<file path="config.mk">
export PLATFORM = sky130hd
export DESIGN_NAME = gdsr_top
export DESIGN_NICKNAME = d
export VERILOG_FILES = /design/src/gdsr_pkg.sv /design/src/gdsr_top.sv /design/src/gdsr_tick.sv /design/src/gdsr_sticky.sv
export SDC_FILE = /design/constraint.sdc
export NUM_CORES = 1
export LEC_CHECK = 0
export ABC_CLOCK_PERIOD_IN_PS = 6400
export BUFFER_PORTS_ARGS = -buffer_cell sky130_fd_sc_hd__buf_2
export CORE_MARGIN = 2
export CORE_UTILIZATION = 55
export DETAILED_ROUTE_END_ITERATION = 10
export PLACE_DENSITY_LB_ADDON = 0.05
export SYNTH_ARGS = -nofsm -noshare
export SYNTH_HDL_FRONTEND = slang
export SYNTH_HIERARCHICAL = 1
export SYNTH_SLANG_ARGS = --single-unit
</file>
<file path="constraint.sdc">
create_clock -name clk_i -period 6.4 [get_ports clk_i]
set_clock_uncertainty 0.15 [all_clocks]
set_input_delay 0.32 -clock clk_i [delete_from_list [all_inputs] [get_ports clk_i]]
set_output_delay 0.32 -clock clk_i [all_outputs]
set_load 0.02 [all_outputs]
</file>
<file path="src/gdsr_pkg.sv">
// Constants, register map and shared types of the generator demand status reporter.
// Assumes a 50 MHz system clock; this package depends on nothing outside itself.
package gdsr_pkg;

	// ==========================================================================
	// Timing
	// ==========================================================================
	localparam int CLK_HZ = 50_000_000;
	localparam int MS_PER_S = 1000;
	localparam int CYC_PER_MS = CLK_HZ / MS_PER_S;
	localparam int MS_PER_MIN = 60000;
	localparam int BCAST_MIN_MS = 500;
	localparam int BCAST_MAX_MS = 5000;
	localparam logic [12:0] BCAST_MIN_CNT = 13'(BCAST_MIN_MS);
	localparam logic [12:0] BCAST_MAX_CNT = 13'(BCAST_MAX_MS);

	// ==========================================================================
	// Message identity
	// ==========================================================================
	localparam logic [16:0] DGN_DEMAND_STATUS = 17'h1FF80;
	localparam logic [2:0] PRIO_DEFAULT = 3'h6;
	localparam logic [7:0] SRC_ADDR_RST = 8'h41;
	localparam logic [7:0] BYTE_FILL = 8'hFF;
	localparam logic [1:0] FLAG_ON = 2'h1;
	localparam logic [1:0] FLAG_OFF = 2'h0;

	// ==========================================================================
	// Register offsets (byte addresses)
	// ==========================================================================
	localparam logic [7:0] ADR_CTRL = 8'h00;
	localparam logic [7:0] ADR_QUIET = 8'h04;
	localparam logic [7:0] ADR_MINRUN = 8'h08;
	localparam logic [7:0] ADR_STATUS = 8'h0C;
	localparam logic [7:0] ADR_IRQ_STAT = 8'h10;
	localparam logic [7:0] ADR_IRQ_EN = 8'h14;
	localparam logic [7:0] ADR_IRQ_CLR = 8'h18;
	localparam logic [7:0] ADR_SRC = 8'h1C;
	localparam logic [7:0] ADR_LIST = 8'h20;

	// ==========================================================================
	// Field positions and limits
	// ==========================================================================
	localparam int CTRL_INT_BIT = 0;
	localparam int CTRL_QUIET_BIT = 1;
	localparam int CTRL_AUTOCLR_BIT = 2;
	localparam int STATUS_RUN_BIT = 24;
	localparam int IRQ_SENT_BIT = 0;
	localparam int IRQ_RUN_BIT = 1;
	localparam int IRQ_EXT_BIT = 2;
	localparam int IRQ_W = 3;
	localparam logic [7:0] HOUR_MAX = 8'h17;
	localparam logic [7:0] MINUTE_MAX = 8'h3B;
	localparam logic [7:0] MINRUN_MAX = 8'hFA;

	// Frame state machine.
	typedef enum logic {FR_IDLE, FR_SEND} gdsr_fr_t;

endpackage : gdsr_pkg

</file>
<file path="src/gdsr_top.sv">
// Generator demand arbiter and demand status frame builder, Wishbone classic slave.
// Assumes decoded demand commands arrive as one-cycle strobes and the CAN
// transmitter takes a frame on frame_valid_o and frame_ready_i both high.
//
// What this block does
// - Broadcast status frame on change, 500/5000 ms bounds
// - Byte0 bits0-1: overall generator demand flag
// - Byte0 bits2-3: internal criterion demanding generator
// - Byte0 bits4-5: another network node demanding
// - Byte0 bits6-7: external activity or fault
// - Byte1 bits0-1: manual override detected
// - Byte1 bits2-3: unit inside quiet time
// - Byte1 bits4-5: quiet time being overridden
// - Bytes2-5: quiet window hours and minutes
// - Byte6: minimum run minutes, zero means none
// - External stop beats network and internal demand
// - External flag cleared by command or automatically
// - Track demanding nodes, run generator by demand
// - Own internal criteria add to network demand
//
// Chosen here: register access over Wishbone and the placing of the registers.
`timescale 1ns/1ps
module gdsr_top #(
	parameter int CYC_PER_MS = gdsr_pkg::CYC_PER_MS,
	parameter int MS_PER_MIN = gdsr_pkg::MS_PER_MIN
) (
	input wire logic clk_i,
	input wire logic rst_i,
	input wire logic [7:0] wb_adr_i,
	input wire logic [31:0] wb_dat_i,
	input wire logic [3:0] wb_sel_i,
	input wire logic wb_we_i,
	input wire logic wb_cyc_i,
	input wire logic wb_stb_i,
	output logic [31:0] wb_dat_o,
	output logic wb_ack_o,
	input wire logic cmd_valid_i,
	input wire logic [3:0] cmd_node_i,
	input wire logic cmd_demand_i,
	input wire logic cmd_qt_ovr_i,
	input wire logic cmd_ext_reset_i,
	input wire logic cmd_manual_i,
	input wire logic cmd_lock_i,
	input wire logic ext_activity_i,
	input wire logic gen_fault_i,
	output logic gen_run_o,
	output logic frame_valid_o,
	input wire logic frame_ready_i,
	output logic [28:0] frame_id_o,
	output logic [63:0] frame_data_o,
	output logic irq_o
);
	typedef struct packed {
		gdsr_pkg::gdsr_fr_t fr;
		logic fvalid;
		logic [15:0] list;
		logic manual;
		logic man_dem;
		logic lock;
		logic qt_ovr;
		logic ext;
		logic run;
		logic [7:0] run_min;
		logic [12:0] since_ms;
		logic [63:0] frame;
		logic [63:0] last;
		logic ack;
		logic [31:0] dat;
		logic [2:0] ctrl;
		logic [31:0] quiet;
		logic [7:0] minrun;
		logic [7:0] src;
		logic [2:0] irq_en;
		logic [28:0] id;
	} gdsr_state_t;

	gdsr_state_t s;
	gdsr_state_t next_s;
	logic ms_tick;
	logic min_tick;
	logic [gdsr_pkg::IRQ_W-1:0] irq_set;
	logic [gdsr_pkg::IRQ_W-1:0] irq_clr;
	logic [gdsr_pkg::IRQ_W-1:0] irq_stat;
	logic [63:0] cur;
	logic demand;
	logic stop;
	logic quiet_now;
	logic wr;

	// ==========================================================================
	// Helpers
	// ==========================================================================
	// Merge written bytes under the byte enables.
	function automatic logic [31:0] merge(input logic [31:0] old, input logic [31:0] nv,
		input logic [3:0] sel);
		logic [31:0] r;
		r = old;
		for (int i = 0; i < 4; i++) begin
			if (sel[i]) begin
				r[8*i +: 8] = nv[8*i +: 8];
			end
		end
		return r;
	endfunction : merge

	// Clamp a byte to its legal maximum.
	function automatic logic [7:0] sat(input logic [7:0] v, input logic [7:0] mx);
		return (v > mx) ? mx : v;
	endfunction : sat

	// Encode a condition as a two-bit flag field.
	function automatic logic [1:0] flag(input logic b);
		return b ? gdsr_pkg::FLAG_ON : gdsr_pkg::FLAG_OFF;
	endfunction : flag

	// ==========================================================================
	// Timebase and interrupts
	// ==========================================================================
	// Millisecond tick drives the broadcast bounds.
	gdsr_tick #(.N(CYC_PER_MS)) u_ms (
		.clk_i(clk_i),
		.rst_i(rst_i),
		.en_i(1'b1),
		.clr_i(1'b0),
		.tick_o(ms_tick)
	);

	// Minute tick counts only while running and restarts at each start.
	gdsr_tick #(.N(MS_PER_MIN)) u_min (
		.clk_i(clk_i),
		.rst_i(rst_i),
		.en_i(ms_tick & s.run),
		.clr_i(~s.run),
		.tick_o(min_tick)
	);

	gdsr_sticky #(.W(gdsr_pkg::IRQ_W)) u_irq (
		.clk_i(clk_i),
		.rst_i(rst_i),
		.set_i(irq_set),
		.clr_i(irq_clr),
		.en_i(s.irq_en),
		.stat_o(irq_stat),
		.irq_o(irq_o)
	);

	// ==========================================================================
	// Arbitration and frame content
	// ==========================================================================
	// An external stop or a lock overrides every kind of demand.
	always_comb begin
		stop = s.ext | s.lock;
		quiet_now = s.ctrl[gdsr_pkg::CTRL_QUIET_BIT];
		if (s.manual) begin
			demand = s.man_dem & ~stop;
		end else begin
			demand = (s.ctrl[gdsr_pkg::CTRL_INT_BIT] | (|s.list)) & ~stop;
		end
		cur[7:0] = {flag(s.ext), flag(|s.list),
			flag(s.ctrl[gdsr_pkg::CTRL_INT_BIT]), flag(demand)};
		cur[15:8] = {flag(s.lock), flag(s.qt_ovr), flag(quiet_now), flag(s.manual)};
		cur[47:16] = s.quiet;
		cur[55:48] = s.minrun;
		cur[63:56] = gdsr_pkg::BYTE_FILL;
	end

	assign wr = wb_cyc_i & wb_stb_i & wb_we_i & s.ack;

	// Interrupt clear is a write-one-to-clear strobe on the clear register.
	always_comb begin
		irq_clr = '0;
		if (wr && wb_adr_i == gdsr_pkg::ADR_IRQ_CLR && wb_sel_i[0]) begin
			irq_clr = wb_dat_i[gdsr_pkg::IRQ_W-1:0];
		end
	end

	// ==========================================================================
	// Next state
	// ==========================================================================
	always_comb begin
		next_s = s;
		irq_set = '0;

		// Demand commands update the list and the latched command flags.
		if (cmd_valid_i) begin
			next_s.list[cmd_node_i] = cmd_demand_i;
			next_s.manual = cmd_manual_i;
			next_s.man_dem = cmd_demand_i;
			next_s.qt_ovr = cmd_qt_ovr_i;
			next_s.lock = cmd_lock_i;
		end

		// The external flag clears by command or automatically once the fault is
		// gone at a long broadcast bound; a new activity in the same cycle wins.
		// The long-bound launch restarts the count at once, so no tick is awaited here.
		if ((cmd_valid_i && cmd_ext_reset_i) || (s.ctrl[gdsr_pkg::CTRL_AUTOCLR_BIT]
			&& s.since_ms == gdsr_pkg::BCAST_MAX_CNT && !gen_fault_i)) begin
			next_s.ext = 1'b0;
		end
		if (ext_activity_i || gen_fault_i) begin
			next_s.ext = 1'b1;
			irq_set[gdsr_pkg::IRQ_EXT_BIT] = ~s.ext;
		end

		// Run while demanded outside quiet time, or until the minimum run expires.
		next_s.run = (demand & (~quiet_now | s.qt_ovr)) | (s.run & (s.run_min != 8'h00) & ~stop);
		if (!s.run && next_s.run) begin
			next_s.run_min = s.minrun;
		end else if (min_tick && s.run_min != 8'h00) begin
			next_s.run_min = s.run_min - 8'h01;
		end
		irq_set[gdsr_pkg::IRQ_RUN_BIT] = next_s.run ^ s.run;

		// Time since the last launch saturates at the long bound.
		if (ms_tick && s.since_ms != gdsr_pkg::BCAST_MAX_CNT) begin
			next_s.since_ms = s.since_ms + 13'h0001;
		end

		// Send on change no sooner than the short bound, and always at the long one.
		case (s.fr)
			gdsr_pkg::FR_IDLE: begin
				if ((cur != s.last && s.since_ms >= gdsr_pkg::BCAST_MIN_CNT)
					|| s.since_ms == gdsr_pkg::BCAST_MAX_CNT) begin
					next_s.frame = cur;
					next_s.id = {gdsr_pkg::PRIO_DEFAULT, 1'b0, gdsr_pkg::DGN_DEMAND_STATUS, s.src};
					next_s.fvalid = 1'b1;
					next_s.since_ms = '0;
					next_s.fr = gdsr_pkg::FR_SEND;
				end
			end
			gdsr_pkg::FR_SEND: begin
				if (frame_ready_i) begin
					next_s.last = s.frame;
					next_s.fvalid = 1'b0;
					next_s.fr = gdsr_pkg::FR_IDLE;
					irq_set[gdsr_pkg::IRQ_SENT_BIT] = 1'b1;
				end
			end
			default: begin
				next_s.fr = gdsr_pkg::FR_IDLE;
			end
		endcase

		// Wishbone: ack one cycle after the request, then drop for a cycle.
		next_s.ack = wb_cyc_i & wb_stb_i & ~s.ack;
		if (wb_cyc_i && wb_stb_i && !s.ack) begin
			if (wb_adr_i == gdsr_pkg::ADR_CTRL) begin
				next_s.dat = {29'h0, s.ctrl};
			end else if (wb_adr_i == gdsr_pkg::ADR_QUIET) begin
				next_s.dat = s.quiet;
			end else if (wb_adr_i == gdsr_pkg::ADR_MINRUN) begin
				next_s.dat = {24'h0, s.minrun};
			end else if (wb_adr_i == gdsr_pkg::ADR_STATUS) begin
				next_s.dat = {7'h0, s.run, 8'h0, cur[15:0]};
			end else if (wb_adr_i == gdsr_pkg::ADR_IRQ_STAT) begin
				next_s.dat = {29'h0, irq_stat};
			end else if (wb_adr_i == gdsr_pkg::ADR_IRQ_EN) begin
				next_s.dat = {29'h0, s.irq_en};
			end else if (wb_adr_i == gdsr_pkg::ADR_SRC) begin
				next_s.dat = {24'h0, s.src};
			end else if (wb_adr_i == gdsr_pkg::ADR_LIST) begin
				next_s.dat = {16'h0, s.list};
			end else begin
				next_s.dat = 32'h0;
			end
		end

		// Writes take effect on the acknowledged edge; quiet and minimum run bytes are clamped.
		if (wr) begin
			if (wb_adr_i == gdsr_pkg::ADR_CTRL) begin
				next_s.ctrl = 3'(merge({29'h0, s.ctrl}, wb_dat_i, wb_sel_i));
			end else if (wb_adr_i == gdsr_pkg::ADR_QUIET) begin
				next_s.quiet = merge(s.quiet, wb_dat_i, wb_sel_i);
				next_s.quiet[7:0] = sat(next_s.quiet[7:0], gdsr_pkg::HOUR_MAX);
				next_s.quiet[15:8] = sat(next_s.quiet[15:8], gdsr_pkg::MINUTE_MAX);
				next_s.quiet[23:16] = sat(next_s.quiet[23:16], gdsr_pkg::HOUR_MAX);
				next_s.quiet[31:24] = sat(next_s.quiet[31:24], gdsr_pkg::MINUTE_MAX);
			end else if (wb_adr_i == gdsr_pkg::ADR_MINRUN && wb_sel_i[0]) begin
				next_s.minrun = sat(wb_dat_i[7:0], gdsr_pkg::MINRUN_MAX);
			end else if (wb_adr_i == gdsr_pkg::ADR_IRQ_EN && wb_sel_i[0]) begin
				next_s.irq_en = wb_dat_i[gdsr_pkg::IRQ_W-1:0];
			end else if (wb_adr_i == gdsr_pkg::ADR_SRC && wb_sel_i[0]) begin
				next_s.src = wb_dat_i[7:0];
			end
		end
	end

	// ==========================================================================
	// State register
	// ==========================================================================
	always_ff @(posedge clk_i) begin
		if (rst_i) begin
			s <= '0;
			s.src <= gdsr_pkg::SRC_ADDR_RST;
		end else begin
			s <= next_s;
		end
	end

	assign wb_dat_o = s.dat;
	assign wb_ack_o = s.ack;
	assign gen_run_o = s.run;
	assign frame_valid_o = s.fvalid;
	assign frame_id_o = s.id;
	assign frame_data_o = s.frame;

	// ==========================================================================
	// Assertions
	// ==========================================================================
	lock_no_run_a: assert property (@(posedge clk_i) disable iff (rst_i)
		s.lock |=> !gen_run_o)
		else $error("Generator runs while locked.");

	ext_stop_a: assert property (@(posedge clk_i) disable iff (rst_i)
		s.ext |=> !gen_run_o)
		else $error("Generator runs during an external stop.");

	frame_id_a: assert property (@(posedge clk_i) disable iff (rst_i)
		frame_valid_o |-> frame_id_o[28:8] == {3'h6, 1'b0, 17'h1FF80})
		else $error("Wrong identity on the status frame.");

	bcast_bound_a: assert property (@(posedge clk_i) disable iff (rst_i)
		$rose(frame_valid_o) |-> ($past(s.since_ms) >= 13'd500)
		&& (($past(s.frame) != $past(cur)) || ($past(s.last) != $past(cur))
		|| $past(s.since_ms) == 13'd5000))
		else $error("Status frame launched inside the short bound.");

	overall_dem_a: assert property (@(posedge clk_i) disable iff (rst_i)
		$rose(frame_valid_o) && !$past(s.manual) |-> frame_data_o[1:0] ==
		((frame_data_o[3:2] == 2'h1 || frame_data_o[5:4] == 2'h1)
		&& frame_data_o[7:6] == 2'h0 && frame_data_o[15:14] == 2'h0 ? 2'h1 : 2'h0))
		else $error("Overall demand field inconsistent.");

	internal_fld_a: assert property (@(posedge clk_i) disable iff (rst_i)
		$rose(frame_valid_o) |-> frame_data_o[3:2] == {1'b0, $past(s.ctrl[0])})
		else $error("Internal demand field wrong.");

	network_fld_a: assert property (@(posedge clk_i) disable iff (rst_i)
		$rose(frame_valid_o) |-> frame_data_o[5:4] == {1'b0, |$past(s.list)})
		else $error("Network demand field wrong.");

	node_track_a: assert property (@(posedge clk_i) disable iff (rst_i)
		cmd_valid_i |=> s.list[$past(cmd_node_i)] == $past(cmd_demand_i))
		else $error("Demand list not updated by a command.");

	ext_reset_a: assert property (@(posedge clk_i) disable iff (rst_i)
		cmd_valid_i && cmd_ext_reset_i && !ext_activity_i && !gen_fault_i |=> !s.ext)
		else $error("External flag not cleared by command.");

	min_run_a: assert property (@(posedge clk_i) disable iff (rst_i)
		s.run && s.run_min != 8'h00 && !s.ext && !s.lock |=> gen_run_o)
		else $error("Generator stopped before its minimum run.");

	wb_ack_pulse_a: assert property (@(posedge clk_i) disable iff (rst_i)
		wb_ack_o |=> !wb_ack_o)
		else $error("Acknowledge held longer than one cycle.");

endmodule : gdsr_top

</file>
<file path="src/gdsr_tick.sv">
// Enabled cycle counter that emits a one-cycle pulse every N enabled cycles.
// Assumes a synchronous active-high reset and a clear that restarts the count.
`timescale 1ns/1ps
module gdsr_tick #(
	parameter int N = 4
) (
	input wire logic clk_i,
	input wire logic rst_i,
	input wire logic en_i,
	input wire logic clr_i,
	output logic tick_o
);
	localparam int W = $clog2(N + 1);
	localparam logic [W-1:0] LAST = W'(N - 1);

	typedef struct packed {
		logic [W-1:0] cnt;
		logic tick;
	} gdsr_tick_st_t;

	gdsr_tick_st_t s;
	gdsr_tick_st_t next_s;

	// ==========================================================================
	// Counting
	// ==========================================================================
	// Count enabled cycles; the pulse is registered so it never glitches.
	always_comb begin
		next_s = s;
		next_s.tick = 1'b0;
		if (clr_i) begin
			next_s.cnt = '0;
		end else if (en_i) begin
			if (s.cnt == LAST) begin
				next_s.cnt = '0;
				next_s.tick = 1'b1;
			end else begin
				next_s.cnt = s.cnt + W'(1);
			end
		end
	end

	// Register the state.
	always_ff @(posedge clk_i) begin
		if (rst_i) begin
			s <= '0;
		end else begin
			s <= next_s;
		end
	end

	assign tick_o = s.tick;

endmodule : gdsr_tick

</file>
<file path="src/gdsr_sticky.sv">
// Sticky event flags with enable mask and one level interrupt.
// Assumes set and clear vectors come from the same clock domain.
`timescale 1ns/1ps
module gdsr_sticky #(
	parameter int W = 3
) (
	input wire logic clk_i,
	input wire logic rst_i,
	input wire logic [W-1:0] set_i,
	input wire logic [W-1:0] clr_i,
	input wire logic [W-1:0] en_i,
	output logic [W-1:0] stat_o,
	output logic irq_o
);
	typedef struct packed {
		logic [W-1:0] stat;
		logic irq;
	} gdsr_sticky_st_t;

	gdsr_sticky_st_t s;
	gdsr_sticky_st_t next_s;

	// ==========================================================================
	// Flags
	// ==========================================================================
	// A set in the same cycle as a clear wins, so no event is lost.
	always_comb begin
		next_s.stat = set_i | (s.stat & ~clr_i);
		next_s.irq = |(next_s.stat & en_i);
	end

	// Register the state.
	always_ff @(posedge clk_i) begin
		if (rst_i) begin
			s <= '0;
		end else begin
			s <= next_s;
		end
	end

	assign stat_o = s.stat;
	assign irq_o = s.irq;

	set_wins_a: assert property (@(posedge clk_i) disable iff (rst_i)
		(|(set_i & clr_i)) |=> (|s.stat))
		else $error("Set lost against a clear.");

endmodule : gdsr_sticky

</file>
== Word level (Yosys, flattened, before mapping) ==
Cells that the tools add are included.

* Magnitude comparators: 8
* Eq/ne operators: 15
* Mux-type cells: 58
* Add/subtract/negate cells: 4
* Bitwise operators: 30
* Reduce and logical (&&, ||, !) cells: 38

{| class="wikitable"
|+ Operator list
! kind !! number
|-
| $mux 8 || 23
|-
| $mux 77 || 2
|-
| $mux 16 || 5
|-
| $mux 32 || 2
|-
| $ne 64x64->1 || 1
|-
| $mux 25 || 2
|-
| $add 16x1->16 const B || 2
|-
| $eq 16x16->1 const B || 2
|-
| $eq 8x5->1 const B || 4
|-
| $mux 1 || 17
|-
| $bwmux 16 || 1
|-
| $eq 8x4->1 const B || 2
|-
| $gt 8x5->1 const B || 2
|-
| $gt 8x6->1 const B || 2
|-
| $reduce_or 16->1 || 1
|-
| $logic_and 1x1->1 || 15
|-
| $add 13x1->13 const B || 1
|-
| $eq 13x13->1 const B || 1
|-
| $ge 13x9->1 const B || 1
|-
| $mux 13 || 1
|-
| $ne 13x13->1 const B || 1
|-
| $not 1->1 || 11
|-
| $and 1x1->1 || 10
|-
| $eq 8x3->1 const B || 1
|-
| 27 further kinds || 43
|}

* Logic and storage cells: 180
* Input bits: 62
* Output and inout bits: 129
* Bits in registers: 293

== Logic depth before layout (Yosys ltp) ==
* Depth after elaboration: 11
* Depth in mapped cells: 10
* Gate-level depth less buffers: 9

== By module ==
The synthesis kept the hierarchy.

{| class="wikitable"
|+ By module, submodules not included
! module !! seq. area each (µm²) !! times used !! area an instance (µm²) !! cells an instance
|-
| gdsr_top || 4,764.6 || 1 || 11,690.0 || 1,377
|-
| gdsr_tick at u_ms || 340.3 || 1 || 814.5 || 89
|-
| gdsr_tick at u_min || 340.3 || 1 || 813.3 || 86
|-
| gdsr_sticky || 80.1 || 1 || 145.1 || 13
|}

== Least setup slack after synthesis ==
No wires, ideal clock.

* Path kind: register to register
* From: register s[259] (netlist name)
* To: register u_irq.s (netlist bit u_irq/irq_o)
* Buffers on the path: 0
* Data required time: 6,128 ps
* Stages on the path, launching flop included: 8
* Setup time: 122 ps
* Arrival: 2,096 ps
* Period minus slack after synthesis: 2,368 ps
* Slack: 4,032 ps
* Path through: dfxtp_1 > or4_1 > o311ai_0 > nand2_1 > ha_1 > inv_1 > o21a_1 > a221o_1

{| class="wikitable"
|+ RTL lines
! item !! RTL line !! source
|-
| from (decl) || gdsr_top.sv:77 || <nowiki>gdsr_state_t s;</nowiki>
|-
| from (signal assigned) || gdsr_top.sv:296 || <nowiki>s <= next_s;</nowiki>
|-
| to (signal assigned) || gdsr_sticky.sv:37 || <nowiki>s <= next_s;</nowiki>
|-
| to (decl) || gdsr_sticky.sv:20 || <nowiki>gdsr_sticky_st_t s;</nowiki>
|}

== Worst setup path after layout ==
* From: register s[271] (netlist name)
* To: register s (netlist bit frame_data_o[35])

* Word-level cells in the longest chain between the ends: 9
* Elaborated cells on any way between the ends: 10
* Those cells by class: 1 x eq/ne; 3 x mux; 2 x bitwise; 4 x reduce/logical

{| class="wikitable"
|+ RTL lines
! item !! RTL line !! source
|-
| $reduce_or 16->1 * || gdsr_top.sv:157, gdsr_top.sv:159 ||
|-
| $or 1x1->1 || gdsr_top.sv:157 || <nowiki>demand = (s.ctrl[gdsr_pkg::CTRL_INT_BIT] | (|s.list)) & ~stop;</nowiki>
|-
| $and 1x1->1 || gdsr_top.sv:157 ||
|-
| $mux 1 || gdsr_top.sv:154 || <nowiki>if (s.manual) begin</nowiki>
|-
| $mux 1 || gdsr_top.sv:113 || <nowiki>return b ? gdsr_pkg::FLAG_ON : gdsr_pkg::FLAG_OFF;</nowiki>
|-
| $ne 64x64->1 * || gdsr_top.sv:222 || <nowiki>if ((cur != s.last && s.since_ms >= gdsr_pkg::BCAST_MIN_CNT)</nowiki>
|-
| $logic_and 1x1->1 * || gdsr_top.sv:222 ||
|-
| $logic_or 1x1->1 * || gdsr_top.sv:223 || <nowiki>|| s.since_ms == gdsr_pkg::BCAST_MAX_CNT) begin</nowiki>
|-
| $reduce_and 2->1 (no line) * || -- ||
|}

Mark *: on every way between the ends. The rest lies on a longest branch, timed or not.
A chain may end at the register's enable or synchronous reset.

==> flow_metrics.env <==
export IMPL_status="complete, no violations"
export IMPL_netlist_instances=1565
export IMPL_synth_edf_count=0
export IMPL_finalCritPeriodShare_pct=57.4
export IMPL_crit_path_cell_trace="nor4_1 -> nand4_1 -> a211oi_1 -> o211ai_1 -> o21ai_4 -> buf_4 -> mux2i_1"
export IMPL_nNetsFinal=1691
export IMPL_grt_pass1_vias=9818
export IMPL_vias_per_cell=5.56
export IMPL_drive_gt1_share_pct=15.8
export IMPL_wl_per_cell_um=17.9
export IMPL_dr_pass1_iters=5
export IMPL_htreeDepth=1
export IMPL_cts_root_buf="clkbuf_16"
export IMPL_grt_total_usage_pct=26.5
export IMPL_dieArea_um2=25700
export IMPL_required_ns=6.71
export IMPL_crit_fanout=32
export IMPL_synth_area_um2=13500
export IMPL_critPathArrivalTime_ns=3.99
export IMPL_slew_violations=0
export IMPL_clk_latency_ns=0.55
export IMPL_clock_sinks=276
export IMPL_coreArea_um2=24200
export IMPL_synth_ff_type="dfxtp_1"
export IMPL_port_buffer_count=173
export IMPL_setup_worst_path_start_class="register"
export IMPL_rows=57
export IMPL_end_kind="register"
export IMPL_tightest_slew_ns=1.08
export IMPL_stdcell_area_um2=14900
export IMPL_vias=10900
export IMPL_cts_buffers=29
export IMPL_finalSetupViolations=0
export IMPL_antenna_found_initial=0
export IMPL_ys_ff_latch=276
export IMPL_hold_violations=0
export IMPL_clock_fmax_ghz=0.272
export IMPL_hpwl_mm=24.6
export IMPL_diodes=0
export IMPL_place_gp_congestion=0.883
export IMPL_path_class="register to register"
export IMPL_relSlewSlack_pct=27.7
export IMPL_p_per_area_nw_per_um2=249
export IMPL_drt_initial_drc_count=888
export IMPL_hold_path_class="input port to register"
export IMPL_ir_worst_vdd_v=0.000193
export IMPL_start_util_pct=55.7
export IMPL_overflow=0
export IMPL_synth_warnings=6
export IMPL_syn_avg_cell_area_um2=8.60
export IMPL_power_total_mw=3.71
export IMPL_drt_wl_total_mm=35.3
export IMPL_ios=191
export IMPL_placed_cell_area_um2=13600
export IMPL_synthArstFlopShare_pct=0
export IMPL_tritoncts="yes"
export IMPL_setup_tns_ns=0
export IMPL_grt_setup_unrepaired="false"
export IMPL_die_h_um=160
export IMPL_max_stage_delay_ns=0.90
export IMPL_drv_cap=0
export IMPL_slowest_stage="o21ai_4"
export IMPL_cts_path_max_buffers=3
export IMPL_min_period_ns=3.67
export IMPL_area_growth_pct=10.8
export IMPL_hold_worst_slack_ns=0.0264
export IMPL_ys_types=79
export IMPL_drc=0
export IMPL_cts_repair_resized=0
export IMPL_p_leak_nw=6.07
export IMPL_synth_seq_area_share_pct=41.0
export IMPL_cts_clk_slew_worst_paths_ns=0.06
export IMPL_final_util_pct=61.7
export IMPL_die_w_um=160
export IMPL_grt_pass1_wl_mm=55.1
export IMPL_ant_nets=0
export IMPL_grt_max_degree=122
==> report_power, final <==
group | switching (mW) | internal [mW] | leakage [nW]
registers | 0.0107 | 1.73 | 2.23
logic | 0.122 | 0.0711 | 3.34
clock network | 0.702 | 1.07 | 0.501
total | 0.835 | 2.87 | 6.07
==> stage by stage <==
stage / setup slack, ns / instances
4_1_cts: 2.75 / 1967
3_3_place_gp: 2.91 / 1886
5_1_grt: 2.51 / 1967
6_report: 2.73 / 1967
3_5_place_dp: 2.78 / 1886
2_1_floorplan: 4.03 / 1583
==> metal layers <==
layer / GRT usage [%] / up-vias / wire length [um]
li1: - / 5318 / -
met1: 40.1 / 5161 / 17000
met2: 39.4 / 396 / 15000
met3: 3.98 / 58 / 2610
met4: 6.63 / 0 / 762
met5: 0 / - / 0
==> cell families (layout without fill, tap and decap cells) <==
family / after synthesis / in the layout / share of synthesized area, %
AND/OR/NAND/NOR: 640 / 640 / 24.4
AO/OA/AOI/OAI: 221 / 221 / 10.3
flip-flops: 276 / 276 / 41.0
XOR/XNOR: 90 / 90 / 5.86
buffers and inverters: 226 / 286 / 10.1
other: 2 / 20 / 0.0558
multiplexers: 103 / 103 / 7.66
adder cells (fa/ha/maj): 7 / 7 / 0.651
==> cell usage after synthesis (all sizes together), types with 17 or more instances <==
| cell | instances | area (um2) |
|---|---|---|
| inv | 22 | 82.6 |
| nor2 | 130 | 498 |
| buf | 139 | 1020 |
| xor2 | 33 | 289 |
| nand4 | 34 | 258 |
| dfxtp | 276 | 5530 |
| nor3 | 44 | 225 |
| nand3 | 35 | 175 |
| clkbuf | 64 | 250 |
| o21ai | 26 | 130 |
| and2 | 17 | 106 |
| nand2 | 184 | 696 |
| a21oi | 117 | 589 |
| nor4 | 25 | 184 |
| xnor2 | 57 | 499 |
| nand2b | 123 | 769 |
| mux2i | 103 | 1030 |
==> critical path, delay by kind of cell, from the launching register on <==
family                 cells  cell delay [ns]
buffers and inverters      1             0.63
AND/OR/NAND/NOR            2             0.76
AO/OA/AOI/OAI              3             1.45
multiplexers               1             0.25
flip-flops                 1             0.32
==> final cells by class <==
class	count	area, um2
fill	2184	9260
multi-input combinational	1081	6660
sequential	276	5530
timing repair buffer	211	1230
clock buffer	34	785
tap	324	405
clock inverter	18	224
inverter	23	86.3
==> path summary, 6_finish.rpt <==
path	from	slack [ns]	cells past startpoint	endpoint
max	s[271]$_SDFFE_PP0P_	2.73	7	frame_data_o[35]$_SDFFE_PP0P_
min reg2reg	wb_dat_o[17]$_SDFFE_PP0P_	0.30	2	wb_dat_o[17]$_SDFFE_PP0P_
max reg2reg	s[271]$_SDFFE_PP0P_	2.73	7	frame_data_o[35]$_SDFFE_PP0P_
min	wb_sel_i[2]	0.03	3	cur[35]$_SDFFE_PP0P_
==> registers in the layout (all words and copies together) (netlist names) <==
signal,count
u_irq/stat_o,3
u_min/tick_o,1
wb_dat_o,32
wb_ack_o,1
u_min/s,16
frame_data_o,48
u_ms/tick_o,1
u_irq/irq_o,1
s,105
gen_run_o,1
quiet_now,1
frame_id_o,9
u_ms/s,16
cur,40
frame_valid_o,1
==> layout by cell type (no fill, tap or decap), types with 5 or more instances in the layout <==
master,synthesis,routed
dfxtp_1,276,276
dlygate4sd3_1,0,29
conb_1,2,20
nor2b_1,10,10
buf_4,130,9
clkbuf_16,0,29
o22ai_1,5,5
clkinv_2,0,10
xor2_1,33,33
nor3_1,43,43
bufinv_16,0,5
a22oi_1,10,10
nor2_2,4,5
o21ai_0,23,23
buf_2,4,172
a21oi_1,116,116
nand2_1,182,182
nor4_1,22,22
nand3b_1,6,6
mux2i_1,103,103
a221o_1,5,5
ha_1,7,7
nand4_1,31,31
o21a_1,6,6
inv_1,21,21
xnor2_1,57,57
and4_1,5,5
nor2_1,126,125
a211oi_1,7,7
nand3_1,35,35
nand2b_1,123,123
and3_1,5,5
and2_1,17,17
==> what timing repair did <==
action,CTS,global route
buffers inserted,0,0
hold buffers,29,0
endpoints found under the hold margin,33,0
Power figures use the tool's default switching activity.
